--- src/sp_pkg.sv ---
`default_nettype none
//==================================================================
// serial port constants and types
package sp_pkg;
    // register byte offsets
    localparam logic [7:0] SP_OFF_TXCS = 8'h00;
    localparam logic [7:0] SP_OFF_RXD = 8'h04;
    localparam logic [7:0] SP_OFF_TXD = 8'h08;
    localparam logic [7:0] SP_OFF_DIVL = 8'h0C;
    localparam logic [7:0] SP_OFF_DIVH = 8'h10;
    localparam logic [7:0] SP_OFF_AUX = 8'h14;
    // auxiliary control/status bit positions
    localparam int SP_AUX_WIDE = 0;
    localparam int SP_AUX_CONTINUOUS_RECEIVE_ENABLE = 1;
    localparam int SP_AUX_SINGLE_RECEIVE_ENABLE = 2;
    localparam int SP_AUX_RX9 = 3;
    localparam int SP_AUX_R9D = 4;
    localparam int SP_AUX_RXRDY = 5;
    localparam int SP_AUX_TXRDY = 6;
    // reset values
    localparam logic [7:0] SP_TXCS_RST = 8'h00;
    localparam logic [3:0] SP_AUX_RST = 4'h0;
    localparam logic [7:0] SP_DIV_RST = 8'h00;
    localparam logic [8:0] SP_DATA_RST = 9'h000;
    // frame lengths in bits
    localparam logic [3:0] SP_BITS_8 = 4'h8;
    localparam logic [3:0] SP_BITS_9 = 4'h9;
    localparam logic [3:0] SP_BREAK_ZEROS = 4'hC;
    // baud ticks per serial bit, then ahb-lite transfer type and size codes
    localparam logic [4:0] SP_TPB_SLOW = 5'h10;
    localparam logic [4:0] SP_TPB_MID = 5'h04;
    localparam logic [4:0] SP_TPB_FAST = 5'h01;
    localparam logic [4:0] SP_TPB_SYNC = 5'h02;
    localparam logic [1:0] SP_HTRANS_NONSEQ = 2'h2;
    localparam logic [2:0] SP_HSIZE_WORD = 3'h2;

    typedef struct packed {
        logic clock_master_select;
        logic nine_bit_transmit_select;
        logic transmit_enable;
        logic sync_mode;
        logic break_send_request;
        logic high_speed_baud_select;
        logic shift_register_empty;
        logic transmit_ninth_bit;
    } sp_txcs_type;

    typedef enum logic [1:0] {
        SP_TX_IDLE = 2'h0,
        SP_TX_START = 2'h1,
        SP_TX_DATA = 2'h3,
        SP_TX_STOP = 2'h2
    } sp_tx_state_type;

    typedef enum logic [1:0] {
        SP_RX_IDLE = 2'h0,
        SP_RX_START = 2'h1,
        SP_RX_DATA = 2'h3,
        SP_RX_STOP = 2'h2
    } sp_rx_state_type;
endpackage : sp_pkg
`default_nettype wire

--- src/sp_baud_gen.sv ---
`default_nettype none
//==================================================================
// baud rate generator: one tick every eff_div+1 cycles
module sp_baud_gen (
    // clock and reset
    input wire logic clk_i,
    input wire logic rst_i,
    // control
    input wire logic restart_i,
    input wire logic wide_i,
    input wire logic [15:0] divisor_i,
    // tick
    output logic tick_o
);
    logic [15:0] cnt_q;
    wire [15:0] eff_div;

    assign eff_div = wide_i ? divisor_i : {8'h00, divisor_i[7:0]};

    always_ff @(posedge clk_i or posedge rst_i) begin
        if (rst_i) begin
            cnt_q <= 16'h0000;
            tick_o <= 1'b0;
        end else if (restart_i) begin
            cnt_q <= eff_div;
            tick_o <= 1'b0;
        end else if (cnt_q == 16'h0000) begin
            cnt_q <= eff_div;
            tick_o <= 1'b1;
        end else begin
            cnt_q <= cnt_q - 16'h0001;
            tick_o <= 1'b0;
        end
    end

    //==================================================================
    // checks
    chk_restart_count: assert property (@(posedge clk_i) disable iff (rst_i)
        restart_i |=> (cnt_q == $past(eff_div)) && !tick_o)
        else $error("counter not restarted by divisor write");
    chk_high_ignored: assert property (@(posedge clk_i) disable iff (rst_i)
        (restart_i && !wide_i) |=> cnt_q[15:8] == 8'h00)
        else $error("upper divisor byte used while narrow");
endmodule : sp_baud_gen
`default_nettype wire

--- src/sp_serial_port.sv ---
`default_nettype none
//==================================================================
// Summary of operation
// - in sync mode either receive enable overrides transmit enable
// - receive data register is read-only, eight low bits of character
// - received character and ninth bit double buffered while next shifts in
// - transmit data and ninth bit double buffered, refilled once shifting starts
// - any divisor write restarts the baud generator counter
// - divisor split into low byte 7..0 and high byte 15..8
// - high divisor byte ignored unless wide divisor on; its write restarts
module sp_serial_port (
    // clock and reset
    input wire logic clk_i,
    input wire logic rst_i,
    // ahb-lite slave
    input wire logic hsel_i,
    input wire logic [31:0] haddr_i,
    input wire logic [1:0] htrans_i,
    input wire logic hwrite_i,
    input wire logic [2:0] hsize_i,
    input wire logic [31:0] hwdata_i,
    input wire logic hready_i,
    output logic [31:0] hrdata_o,
    output logic hreadyout_o,
    output logic hresp_o,
    // serial pins
    input wire logic rx_i,
    output logic tx_o,
    output logic sclk_o,
    output logic sclk_oe_n_o
);
    //==================================================================
    // bus decode
    logic dp_wr_q;
    logic [7:0] dp_off_q;
    wire ap_take;
    wire [7:0] ap_off;
    wire [7:0] wdat;
    wire wr_txcs;
    wire wr_txd;
    wire wr_divl;
    wire wr_divh;
    wire wr_aux;
    wire rx_rd;
    logic [7:0] rd_mux;

    assign ap_take = hsel_i & hready_i & (htrans_i == sp_pkg::SP_HTRANS_NONSEQ)
        & (hsize_i == sp_pkg::SP_HSIZE_WORD) & (haddr_i[31:8] == 24'h000000);
    assign ap_off = haddr_i[7:0];
    assign wdat = hwdata_i[7:0];
    assign wr_txcs = dp_wr_q & (dp_off_q == sp_pkg::SP_OFF_TXCS);
    assign wr_txd = dp_wr_q & (dp_off_q == sp_pkg::SP_OFF_TXD);
    assign wr_divl = dp_wr_q & (dp_off_q == sp_pkg::SP_OFF_DIVL);
    assign wr_divh = dp_wr_q & (dp_off_q == sp_pkg::SP_OFF_DIVH);
    assign wr_aux = dp_wr_q & (dp_off_q == sp_pkg::SP_OFF_AUX);
    // receive data has no write path
    assign rx_rd = ap_take & !hwrite_i & (ap_off == sp_pkg::SP_OFF_RXD);
    assign hreadyout_o = 1'b1;
    assign hresp_o = 1'b0;

    //==================================================================
    // registers
    sp_pkg::sp_txcs_type txcs_q;
    logic [3:0] aux_q;
    logic [7:0] div_lo_q;
    logic [7:0] div_hi_q;
    logic [8:0] tx_buf_q;
    logic tx_full_q;
    logic [8:0] rx_hold_q;
    logic rx_full_q;
    wire sync;
    wire master;
    wire tx_allowed;
    wire rx_on;
    wire tx_empty;
    wire brk_done;
    wire single_receive_enable_done;
    wire [7:0] txcs_rd;
    wire [7:0] aux_rd;

    assign sync = txcs_q.sync_mode;
    assign master = txcs_q.clock_master_select;
    // receive wins over transmit in sync mode
    assign tx_allowed = txcs_q.transmit_enable
        & !(sync & (aux_q[sp_pkg::SP_AUX_SINGLE_RECEIVE_ENABLE] | aux_q[sp_pkg::SP_AUX_CONTINUOUS_RECEIVE_ENABLE]));
    assign rx_on = sync ? (master & (aux_q[sp_pkg::SP_AUX_SINGLE_RECEIVE_ENABLE] | aux_q[sp_pkg::SP_AUX_CONTINUOUS_RECEIVE_ENABLE]))
        : aux_q[sp_pkg::SP_AUX_CONTINUOUS_RECEIVE_ENABLE];
    assign txcs_rd = {txcs_q[7:2], tx_empty, txcs_q.transmit_ninth_bit};
    assign aux_rd = {1'b0, !tx_full_q, rx_full_q, rx_hold_q[8], aux_q};
    assign rd_mux = (ap_off == sp_pkg::SP_OFF_TXCS) ? txcs_rd
        : (ap_off == sp_pkg::SP_OFF_RXD) ? rx_hold_q[7:0]
        : (ap_off == sp_pkg::SP_OFF_TXD) ? tx_buf_q[7:0]
        : (ap_off == sp_pkg::SP_OFF_DIVL) ? div_lo_q
        : (ap_off == sp_pkg::SP_OFF_DIVH) ? div_hi_q
        : (ap_off == sp_pkg::SP_OFF_AUX) ? aux_rd
        : 8'h00;

    always_ff @(posedge clk_i or posedge rst_i) begin
        if (rst_i) begin
            dp_wr_q <= 1'b0;
            dp_off_q <= 8'h00;
            hrdata_o <= 32'h00000000;
        end else begin
            if (hready_i) begin
                dp_wr_q <= ap_take & hwrite_i;
                dp_off_q <= ap_off;
            end
            if (ap_take & !hwrite_i) begin
                hrdata_o <= {24'h000000, rd_mux};
            end
        end
    end

    always_ff @(posedge clk_i or posedge rst_i) begin
        if (rst_i) begin
            txcs_q <= sp_pkg::SP_TXCS_RST;
            aux_q <= sp_pkg::SP_AUX_RST;
            div_lo_q <= sp_pkg::SP_DIV_RST;
            div_hi_q <= sp_pkg::SP_DIV_RST;
        end else begin
            if (wr_txcs) begin
                txcs_q <= {wdat[7:2], 1'b0, wdat[0]};
            end else if (brk_done) begin
                txcs_q.break_send_request <= 1'b0;
            end
            if (wr_aux) begin
                aux_q <= wdat[3:0];
            end else if (single_receive_enable_done) begin
                aux_q[sp_pkg::SP_AUX_SINGLE_RECEIVE_ENABLE] <= 1'b0;
            end
            if (wr_divl) begin
                div_lo_q <= wdat;
            end
            if (wr_divh) begin
                div_hi_q <= wdat;
            end
        end
    end

    //==================================================================
    // baud timing
    wire baud_tick;
    logic [4:0] tpb;
    wire [4:0] half;

    assign tpb = sync ? sp_pkg::SP_TPB_SYNC
        : (txcs_q.high_speed_baud_select & aux_q[sp_pkg::SP_AUX_WIDE]) ? sp_pkg::SP_TPB_FAST
        : (txcs_q.high_speed_baud_select | aux_q[sp_pkg::SP_AUX_WIDE]) ? sp_pkg::SP_TPB_MID
        : sp_pkg::SP_TPB_SLOW;
    assign half = tpb >> 1;

    sp_baud_gen u_baud (
        .clk_i(clk_i),
        .rst_i(rst_i),
        .restart_i(wr_divl | wr_divh),
        .wide_i(aux_q[sp_pkg::SP_AUX_WIDE]),
        .divisor_i({div_hi_q, div_lo_q}),
        .tick_o(baud_tick)
    );

    //==================================================================
    // transmitter
    sp_pkg::sp_tx_state_type tx_st_q;
    logic [8:0] tsr_q;
    logic [3:0] tbit_q;
    logic [4:0] tcnt_q;
    logic brk_run_q;
    logic tx_q;
    wire tx_go;
    wire bit_end;
    wire [3:0] tx_nbits;
    wire tx_d;

    assign tx_empty = (tx_st_q == sp_pkg::SP_TX_IDLE);
    assign tx_go = tx_allowed & tx_full_q & tx_empty;
    assign bit_end = baud_tick & (tcnt_q == tpb - 5'h01);
    assign tx_nbits = brk_run_q ? sp_pkg::SP_BREAK_ZEROS
        : txcs_q.nine_bit_transmit_select ? sp_pkg::SP_BITS_9 : sp_pkg::SP_BITS_8;
    assign brk_done = (tx_st_q == sp_pkg::SP_TX_STOP) & bit_end & brk_run_q;
    assign tx_d = (tx_st_q == sp_pkg::SP_TX_START) ? 1'b0
        : (tx_st_q == sp_pkg::SP_TX_DATA) ? (!brk_run_q & tsr_q[0])
        : 1'b1;

    always_ff @(posedge clk_i or posedge rst_i) begin
        if (rst_i) begin
            tx_buf_q <= sp_pkg::SP_DATA_RST;
            tx_full_q <= 1'b0;
        end else begin
            if (wr_txd) begin
                tx_buf_q <= {txcs_q.transmit_ninth_bit, wdat};
            end
            tx_full_q <= wr_txd | (tx_full_q & !tx_go);
        end
    end

    always_ff @(posedge clk_i or posedge rst_i) begin
        if (rst_i) begin
            tx_st_q <= sp_pkg::SP_TX_IDLE;
            tsr_q <= sp_pkg::SP_DATA_RST;
            tbit_q <= 4'h0;
            tcnt_q <= 5'h00;
            brk_run_q <= 1'b0;
            tx_q <= 1'b1;
        end else begin
            tx_q <= tx_d;
            if (baud_tick) begin
                tcnt_q <= bit_end ? 5'h00 : tcnt_q + 5'h01;
            end
            case (tx_st_q)
                sp_pkg::SP_TX_IDLE: begin
                    tcnt_q <= 5'h00;
                    if (tx_go) begin
                        tsr_q <= tx_buf_q;
                        tbit_q <= 4'h0;
                        brk_run_q <= !sync & txcs_q.break_send_request;
                        tx_st_q <= sync ? sp_pkg::SP_TX_DATA : sp_pkg::SP_TX_START;
                    end
                end
                sp_pkg::SP_TX_START: begin
                    if (bit_end) begin
                        tx_st_q <= sp_pkg::SP_TX_DATA;
                    end
                end
                sp_pkg::SP_TX_DATA: begin
                    if (bit_end) begin
                        tsr_q <= {1'b0, tsr_q[8:1]};
                        tbit_q <= tbit_q + 4'h1;
                        if (tbit_q == tx_nbits - 4'h1) begin
                            tx_st_q <= sync ? sp_pkg::SP_TX_IDLE : sp_pkg::SP_TX_STOP;
                        end
                    end
                end
                sp_pkg::SP_TX_STOP: begin
                    if (bit_end) begin
                        tx_st_q <= sp_pkg::SP_TX_IDLE;
                        brk_run_q <= 1'b0;
                    end
                end
                default: tx_st_q <= sp_pkg::SP_TX_IDLE;
            endcase
        end
    end
    assign tx_o = tx_q;

    //==================================================================
    // receiver
    sp_pkg::sp_rx_state_type rx_st_q;
    logic [8:0] rsh_q;
    logic [3:0] rbit_q;
    logic [4:0] rcnt_q;
    logic sclk_q;
    wire [3:0] rx_nbits;
    wire r_sample;
    wire rx_done;
    wire rx_load;
    wire [8:0] rx_char;
    wire [8:0] rx_sync_char;

    assign rx_nbits = aux_q[sp_pkg::SP_AUX_RX9] ? sp_pkg::SP_BITS_9 : sp_pkg::SP_BITS_8;
    assign r_sample = baud_tick & (rcnt_q == tpb - 5'h01);
    assign rx_done = sync ? ((rx_st_q == sp_pkg::SP_RX_DATA) & r_sample
            & (rbit_q == rx_nbits - 4'h1))
        : ((rx_st_q == sp_pkg::SP_RX_STOP) & r_sample);
    // a read in the same cycle frees the holding stage
    assign rx_load = rx_done & (!rx_full_q | rx_rd);
    assign single_receive_enable_done = rx_done & sync & aux_q[sp_pkg::SP_AUX_SINGLE_RECEIVE_ENABLE];
    assign rx_char = aux_q[sp_pkg::SP_AUX_RX9] ? rsh_q : {1'b0, rsh_q[8:1]};
    // sync load comes with the last bit still on the pin
    assign rx_sync_char = aux_q[sp_pkg::SP_AUX_RX9] ? {rx_i, rsh_q[8:1]}
        : {1'b0, rx_i, rsh_q[8:2]};

    always_ff @(posedge clk_i or posedge rst_i) begin
        if (rst_i) begin
            rx_hold_q <= sp_pkg::SP_DATA_RST;
            rx_full_q <= 1'b0;
        end else begin
            if (rx_load) begin
                rx_hold_q <= sync ? rx_sync_char : rx_char;
            end
            rx_full_q <= rx_load | (rx_full_q & !rx_rd);
        end
    end

    always_ff @(posedge clk_i or posedge rst_i) begin
        if (rst_i) begin
            rx_st_q <= sp_pkg::SP_RX_IDLE;
            rsh_q <= sp_pkg::SP_DATA_RST;
            rbit_q <= 4'h0;
            rcnt_q <= 5'h00;
        end else begin
            if (baud_tick) begin
                rcnt_q <= (rcnt_q == tpb - 5'h01) ? 5'h00 : rcnt_q + 5'h01;
            end
            case (rx_st_q)
                sp_pkg::SP_RX_IDLE: begin
                    rcnt_q <= 5'h00;
                    rbit_q <= 4'h0;
                    if (rx_on & sync) begin
                        rx_st_q <= sp_pkg::SP_RX_DATA;
                    end else if (rx_on & !rx_i) begin
                        rx_st_q <= sp_pkg::SP_RX_START;
                    end
                end
                sp_pkg::SP_RX_START: begin
                    if (baud_tick & (rcnt_q == half)) begin
                        rcnt_q <= 5'h00;
                        rx_st_q <= rx_i ? sp_pkg::SP_RX_IDLE : sp_pkg::SP_RX_DATA;
                    end
                end
                sp_pkg::SP_RX_DATA: begin
                    if (r_sample) begin
                        rsh_q <= {rx_i, rsh_q[8:1]};
                        rbit_q <= rbit_q + 4'h1;
                        if (rbit_q == rx_nbits - 4'h1) begin
                            rx_st_q <= sync ? sp_pkg::SP_RX_IDLE : sp_pkg::SP_RX_STOP;
                        end
                    end
                end
                sp_pkg::SP_RX_STOP: begin
                    if (r_sample) begin
                        rx_st_q <= sp_pkg::SP_RX_IDLE;
                    end
                end
                default: rx_st_q <= sp_pkg::SP_RX_IDLE;
            endcase
        end
    end

    // sync clock: low in first half of a bit, high in second
    always_ff @(posedge clk_i or posedge rst_i) begin
        if (rst_i) begin
            sclk_q <= 1'b0;
        end else begin
            sclk_q <= sync & master & ((!tx_empty & (tcnt_q >= half))
                | ((rx_st_q != sp_pkg::SP_RX_IDLE) & (rcnt_q >= half)));
        end
    end
    assign sclk_o = sclk_q;
    assign sclk_oe_n_o = !(sync & master);

    //==================================================================
    // checks
    chk_sync_rx_wins: assert property (@(posedge clk_i) disable iff (rst_i)
        (sync && (aux_q[sp_pkg::SP_AUX_SINGLE_RECEIVE_ENABLE] || aux_q[sp_pkg::SP_AUX_CONTINUOUS_RECEIVE_ENABLE])) |-> !tx_go)
        else $error("transmit started while sync receive enabled");
    chk_rxd_readonly: assert property (@(posedge clk_i) disable iff (rst_i)
        !rx_load |=> $stable(rx_hold_q))
        else $error("receive data changed without a received character");
    chk_rx_hold_kept: assert property (@(posedge clk_i) disable iff (rst_i)
        (rx_full_q && !rx_rd) |=> rx_full_q && (rx_hold_q == $past(rx_hold_q)))
        else $error("unread character lost");
    chk_rx_load_full: assert property (@(posedge clk_i) disable iff (rst_i)
        rx_load |=> rx_full_q)
        else $error("loaded character not flagged");
    chk_tx_refill: assert property (@(posedge clk_i) disable iff (rst_i)
        (tx_go && !wr_txd) |=> !tx_full_q && (tsr_q == $past(tx_buf_q)))
        else $error("buffer not moved to shift register");
    chk_div_bytes: assert property (@(posedge clk_i) disable iff (rst_i)
        wr_divh |=> (div_hi_q == $past(wdat)) && $stable(div_lo_q))
        else $error("divisor high byte write misplaced");
    chk_break_zero: assert property (@(posedge clk_i) disable iff (rst_i)
        (tx_st_q == sp_pkg::SP_TX_DATA && brk_run_q) |=> !tx_o)
        else $error("break frame sent a one");
    chk_break_clear: assert property (@(posedge clk_i) disable iff (rst_i)
        (brk_done && !wr_txcs) |=> !txcs_q.break_send_request && tx_empty)
        else $error("break request not cleared");
    chk_ninth_sent: assert property (@(posedge clk_i) disable iff (rst_i)
        (tx_go && txcs_q.nine_bit_transmit_select && !sync && !txcs_q.break_send_request)
        |=> (tsr_q[8] == $past(tx_buf_q[8])))
        else $error("ninth bit not queued");
    cov_char_sent: cover property (@(posedge clk_i) disable iff (rst_i)
        tx_st_q == sp_pkg::SP_TX_STOP ##1 tx_empty);
    cov_char_recv: cover property (@(posedge clk_i) disable iff (rst_i) rx_load);
    cov_break_done: cover property (@(posedge clk_i) disable iff (rst_i) brk_done);
    cov_rx_overrun: cover property (@(posedge clk_i) disable iff (rst_i)
        rx_done && rx_full_q && !rx_rd);
endmodule : sp_serial_port
`default_nettype wire

--- config.mk ---
export PLATFORM = sky130hd
export DESIGN_NAME = sp_serial_port
export DESIGN_NICKNAME = d
export VERILOG_FILES = /design/src/sp_pkg.sv /design/src/sp_baud_gen.sv /design/src/sp_serial_port.sv
export SDC_FILE = /design/constraint.sdc
export NUM_CORES = 1
export LEC_CHECK = 0
export BUFFER_PORTS_ARGS = -buffer_cell sky130_fd_sc_hd__buf_2
export CORE_ASPECT_RATIO = 0.9
export CORE_UTILIZATION = 45
export CTS_CLUSTER_SIZE = 8
export DETAILED_ROUTE_END_ITERATION = 12
export GPL_ROUTABILITY_DRIVEN = 0
export HOLD_SLACK_MARGIN = 0.12
export PLACE_DENSITY = 0.64
export SLEW_MARGIN = 20
export SYNTH_ARGS = -nofsm -noshare
export SYNTH_HDL_FRONTEND = slang
export SYNTH_SLANG_ARGS = --single-unit
--- constraint.sdc ---
create_clock -name clk_i -period 10.1 [get_ports clk_i]
set_clock_uncertainty 0.15 [all_clocks]
set_input_delay 2.525 -clock clk_i [delete_from_list [all_inputs] [get_ports clk_i]]
set_output_delay 2.525 -clock clk_i [all_outputs]
set_load 0.02 [all_outputs]
Word level (Yosys, flattened, before mapping)
Cells that the tools add are included.

cells by class
  add/subtract/negate cells = 8
  multiply operators = 0
  divide/modulo/power cells = 0
  magnitude comparators = 2
  equality and inequality tests = 32
  shifts and indexed selects = 0
  mux-type cells = 62
  bitwise gates (word level) = 46
  reduce and logical (&&, ||, !) cells = 30

operators with widths
  operator                                                               count
  16-bit two-way mux                                                     3
  5-bit two-way mux                                                      9
  9-bit two-way mux                                                      5
  8-bit two-way mux                                                      5
  1-bit AND                                                              39
  8-bit by 4-bit equality test with 1-bit output, second input constant  4
  8-bit by 5-bit equality test with 1-bit output, second input constant  4
  2-bit two-way mux                                                      14
  24-bit logical NOT                                                     1
  9-bit one-hot mux with 2 select lines                                  1
  16-bit logical NOT                                                     1
  8-bit logical NOT                                                      2
  2-bit one-hot mux with 4 select lines                                  2
  4-bit one-hot mux with 2 select lines                                  2
  16-bit by 1-bit subtractor with 16-bit output, second input constant   1
  1-bit two-way mux                                                      14
  2-bit nonzero test                                                     7
  4-bit two-way mux                                                      3
  2-bit != test, second input constant                                   6
  1-bit logical NOT                                                      11
  5-bit by 1-bit adder with 5-bit output, second input constant          2
  2-bit equality test, second input constant                             5
  5-bit equality test                                                    2
  5-bit by 4-bit >= comparator with 1-bit output                         2
  other kinds (19)                                                       35

word-level totals
  bits in registers = 124
  bits in latches = 0
  bits in writable memories = 0
  memory bits (read-only) = 0
  input port bits = 75
  output and inout bits = 37
  logic and storage cells = 211
  memories kept = 0

Longest topological paths before layout
  depth in word-level cells = 14
  depth in mapped cells = 11

Cells and area by module
Synthesis repeated with hierarchy kept, for this count alone.

second synthesis, totals
  cell total of the unflattened synthesis = 681
  area total of the unflattened synthesis = 6,976.7 um2

modules (own cells, without submodules)
  module          times used  cells each  area an instance (um2)
  sp_serial_port  1           582         6,024.5
  sp_baud_gen     1           99          952.2

Least setup slack after synthesis
OpenSTA, ideal clock, no wires.

  path type = input -> register
  start = in haddr_i[1]
  end = reg rx_hold_q[0]
  setup time = 0.125 ns
  arrival time = 4.491 ns
  setup slack = 5.334 ns
  stages on the path = 6
  path buffers = 1
  path through = or4_1 -> buf_2 -> or4_4 -> o41ai_4 -> nand4_4 -> mux2_2

between the ends
  word-level cells in the longest chain between the ends = 4

RTL lines
  item                                            RTL line               RTL
  start: declaration                              sp_serial_port.sv:17   input wire logic [31:0] haddr_i,
  8-bit by 3-bit equality test with 1-bit output  sp_serial_port.sv:57   assign rx_rd = ap_take & !hwrite_i & (ap_off == sp_pkg::SP_OFF_RXD);
  1-bit AND                                       sp_serial_port.sv:57
  1-bit OR                                        sp_serial_port.sv:265  assign rx_load = rx_done & (!rx_full_q | rx_rd);
  1-bit AND                                       sp_serial_port.sv:265
  end signal: assignment                          sp_serial_port.sv:274  rx_hold_q <= sp_pkg::SP_DATA_RST;
  end signal: assignment                          sp_serial_port.sv:278  rx_hold_q <= sync ? rx_sync_char : rx_char;
  end: declaration                                sp_serial_port.sv:69   logic [8:0] rx_hold_q;

No other way between the ends.
A chain may end at the register's enable or synchronous reset.

Final worst setup path
  start = in haddr_i[1]
  end = reg hrdata_o[7]

between the ends
  word-level cells in the longest chain between the ends = 6

RTL lines
  item                                            RTL line               RTL
  8-bit by 5-bit equality test with 1-bit output  sp_serial_port.sv:94   : (ap_off == sp_pkg::SP_OFF_DIVH) ? div_hi_q
  8-bit two-way mux                               sp_serial_port.sv:94
  8-bit two-way mux                               sp_serial_port.sv:93   : (ap_off == sp_pkg::SP_OFF_DIVL) ? div_lo_q
  8-bit two-way mux                               sp_serial_port.sv:92   : (ap_off == sp_pkg::SP_OFF_TXD) ? tx_buf_q[7:0]
  8-bit two-way mux                               sp_serial_port.sv:91   : (ap_off == sp_pkg::SP_OFF_RXD) ? rx_hold_q[7:0]
  8-bit two-way mux *                             sp_serial_port.sv:90   assign rd_mux = (ap_off == sp_pkg::SP_OFF_TXCS) ? txcs_rd
  end signal: assignment                          sp_serial_port.sv:109  hrdata_o <= {24'h000000, rd_mux};
  end: declaration                                sp_serial_port.sv:23   output logic [31:0] hrdata_o,

Every way passes the cells marked *; elsewhere a longest branch is shown, timed or not.

==> qor.txt <==
Seq cells post-synth - 124
Synth Flop Type - dfrtp_1
Clk_lat worst skew - 0.42 ns
HPWL Detailed - 11800 um
Final hold slack - 0.329 ns
CP max FO - 9
Fin. max-slew vios - 0
Relative slew slack - 24.0%
Unique masters post-synth - 64
Placement Rows - 42
Vias per inst - 5.68
Finished Layout Cells - 935
M1 WL - 7790 um
Post-CTS Setup Repair Bufs - 0
Worst hold stages - 2
Max-Cap Viols - 0
Post-synthesis sequential area ratio - 44.5%
Final count of negative-setup-slack endpoints - 0
Highest routed layer - met4
Mapped cell area - 0.00697 mm2
Worst setup margin - 5.20 ns
Worst EP required - 10.30 ns
Crit-path max cell delay - 0.97 ns
Reg2Reg Depth - 9
Sum Neg Setup Slack - 0 ns
Vias - 5309
Crit-path cells - buf_2, or4_1, nor4b_1, a22oi_1, o221ai_1, o21a_1
DRC Markers - 0
CTS H-Tree Depth - 4
Setup WS pre-CTS - 4.95 ns
Setup crit end kind - register
RSZ-0062 raised after global routing - no
RR Endpoint - rsh_q[3]$_DFFE_PP0P_
Async set or reset register ratio after synthesis - 100%
Finished Cell Area - 0.00790 mm2
Number of enable flip-flop cells after synthesis - 0
Run status - completed
Final Core Density - 52.9%
Root Driver - clkbuf_16
Length of routed met2 wiring - 7400 um
Die area - 0.0160 mm2
Routed WL per cell - 17.6 um
Die X - 133 um
# fillers - 1339
Final Hold Vio Count - 0
Register Area - 0.00310 mm2
Routed wire length - 16400 um
Area of the core - 0.0149 mm2
Pwr Total - 1.39 mW
Initial Util - 46.7%
Pleak - 3.60 nW
WS Path Type - in2reg
WP buf/inv - 1
Grt ovf - 0
Critical path launch point type - input port
Slew @ Worst Pin - 1.12 ns
Nets - 818
Final period util - 48.5%
Clk sinks - 124
Final ANT Viol Nets - 0
Inst Count DP - 906
Slowest-stage cell, CP - nor4b_1
Syn Inst Count - 675
IO Port Bufs - 61
IO Count - 112
TritonCTS clock tree - yes
Total CTS buffers - 17
Power Density - 176 mW/mm2
First-pass GRT wire length - 27200 um
Hold wc startpoint - tx_buf_q[8]$_DFFE_PP0P_
Fmax - 204 MHz
Die Ht - 120 um
Worst reg2reg setup slack - 6.54 ns
Post-CTS resize count - 0
Yosys warns - 0
Starting DRT DRC Count - 511
Max IR drop VDD - 137 uV
CP delay by family, top - simple AND/OR/NAND/NOR gates
Critical path arrival - 5.10 ns
Initial antenna violation count - 0
Min Tclk post-route - 4.90 ns
Gr usage total - 22.1%
Post-cts hold buffer count - 0
First-pass iteration count of the detailed router - 5
Vias in the first global route - 5202
Mean Syn Cell Area - 10.3 um2
Clock Path Buffers - 2
Antenna cells - 0
Worst R2R Start - aux_q[0]$_DFFE_PP0P_
Clk pin slew, worst setup/hold paths - 0.05 ns
WL met3 - 1050 um
Share of cells above drive strength 1 - 25.2%
Hold crit path type - reg2reg
Footprint of the multi-input gates - 0.00357 mm2
DP Area - 0.00734 mm2
Top cell type's share of synthesized area - 44.1%
Largest net degree at the start of global routing - 71
Hold EP - tsr_q[8]$_DFFE_PP0P_
Area contributors post-synth - dfrtp_1 (44%), mux2_2 (13%), o21ai_0 (3.0%), ha_1 (2.9%), buf_4 (2.8%)
Synth area leader - dfrtp_1
Syn-to-layout area delta - 13.3%
placed cells by master (no fill, tap or decap), types with 11 or more instances in the layout:
master	n
mux2i_1	15
ha_1	16
dfrtp_1	123
nand2_1	50
o21ai_0	42
nor2b_1	11
nand4_1	11
conb_1	26
clkbuf_16	17
inv_1	21
nor2_1	37
nand3_1	17
nor3_1	19
buf_2	61
mux2_2	79
xor2_1	18
a21oi_1	17
xnor2_1	12
state kept, by name, summed over array words and instances, names as in the netlist, 5 cells and up:
signal / count
hrdata_o: 8
txcs_q: 5
dp_off_q: 8
tcnt_q: 5
u_baud.cnt_q: 16
rx_hold_q: 9
div_lo_q: 8
div_hi_q: 8
tsr_q: 9
rcnt_q: 5
tx_buf_q: 9
rsh_q: 9
routing by layer:
layer / global-route usage (%) / vias to the layer above
met5: 0 / -
met4: 6.53 / 0
met3: 5.15 / 14
met2: 34.8 / 200
met1: 30.4 / 2596
li1: - / 2499
Yosys cell counts (6+ instances only):
cell type / instances
xor2_1: 18
nand2_1: 50
nor4_1: 7
buf_4: 26
nor4b_1: 6
nor2_1: 37
a31oi_1: 7
nor3_1: 19
mux2_2: 79
nand3_1: 17
nand4_1: 11
a22oi_1: 8
inv_1: 22
ha_1: 16
dfrtp_1: 123
a211oi_1: 7
xnor2_1: 12
mux2i_1: 15
a21oi_1: 17
clkbuf_1: 23
nand2b_1: 7
o21ai_0: 42
nor2b_1: 11
area by class of cell:
class	instances	share of cell area (%)
multi-input cells	496	45.2
clock buffers	22	5.88
clock inverters	7	1.17
well taps	198	3.14
flip-flops and latches	124	39.3
repair buffers	65	4.24
inverters	23	1.12
worst max path at each step:
stage	start	endpoint	slack [ns]	cells past startpoint
after floorplan	rst_i	aux_q[0]$_DFFE_PP0P_	4.13	1
after global placement	haddr_i[1]	rx_hold_q[8]$_DFFE_PP0P_	4.98	6
after detailed placement	haddr_i[1]	hrdata_o[7]$_DFFE_PP0N_	4.95	6
after CTS	haddr_i[1]	hrdata_o[7]$_DFFE_PP0N_	5.37	6
after global routing	haddr_i[1]	hrdata_o[6]$_DFFE_PP0N_	5.10	6
final	haddr_i[1]	hrdata_o[7]$_DFFE_PP0N_	5.20	6
logic make-up after synthesis:
kind of cell | count (synthesis) | synth area share, %
and+or+nand+nor | 208 | 16.3
DFF | 124 | 44.5
AOI/OAI and AO/OA | 122 | 11.8
muxes | 94 | 14.9
buffers and inverters | 79 | 5.72
xor gates and xnor gates | 30 | 3.77
adders and majority gates | 16 | 2.87
other | 2 | 0.108
worst reg2reg max path, stage by stage (launching register included):
cell	delay (ns)
dfrtp_1	0.63
inv_1	0.09
ha_1	0.36
nand2_1	0.13
ha_1	0.27
xnor2_1	0.18
or4_1	0.54
o211ai_2	0.20
nand4_1	0.47
mux2_2	0.43
power by group:
group | total [mW] | internal (mW) | leakage [nW] | switching (mW)
Sequential | 0.611 | 0.552 | 1.56 | 0.0591
Combinational | 0.200 | 0.0862 | 1.78 | 0.113
Clock | 0.579 | 0.370 | 0.264 | 0.209
(Power assumes the default switching activity.)
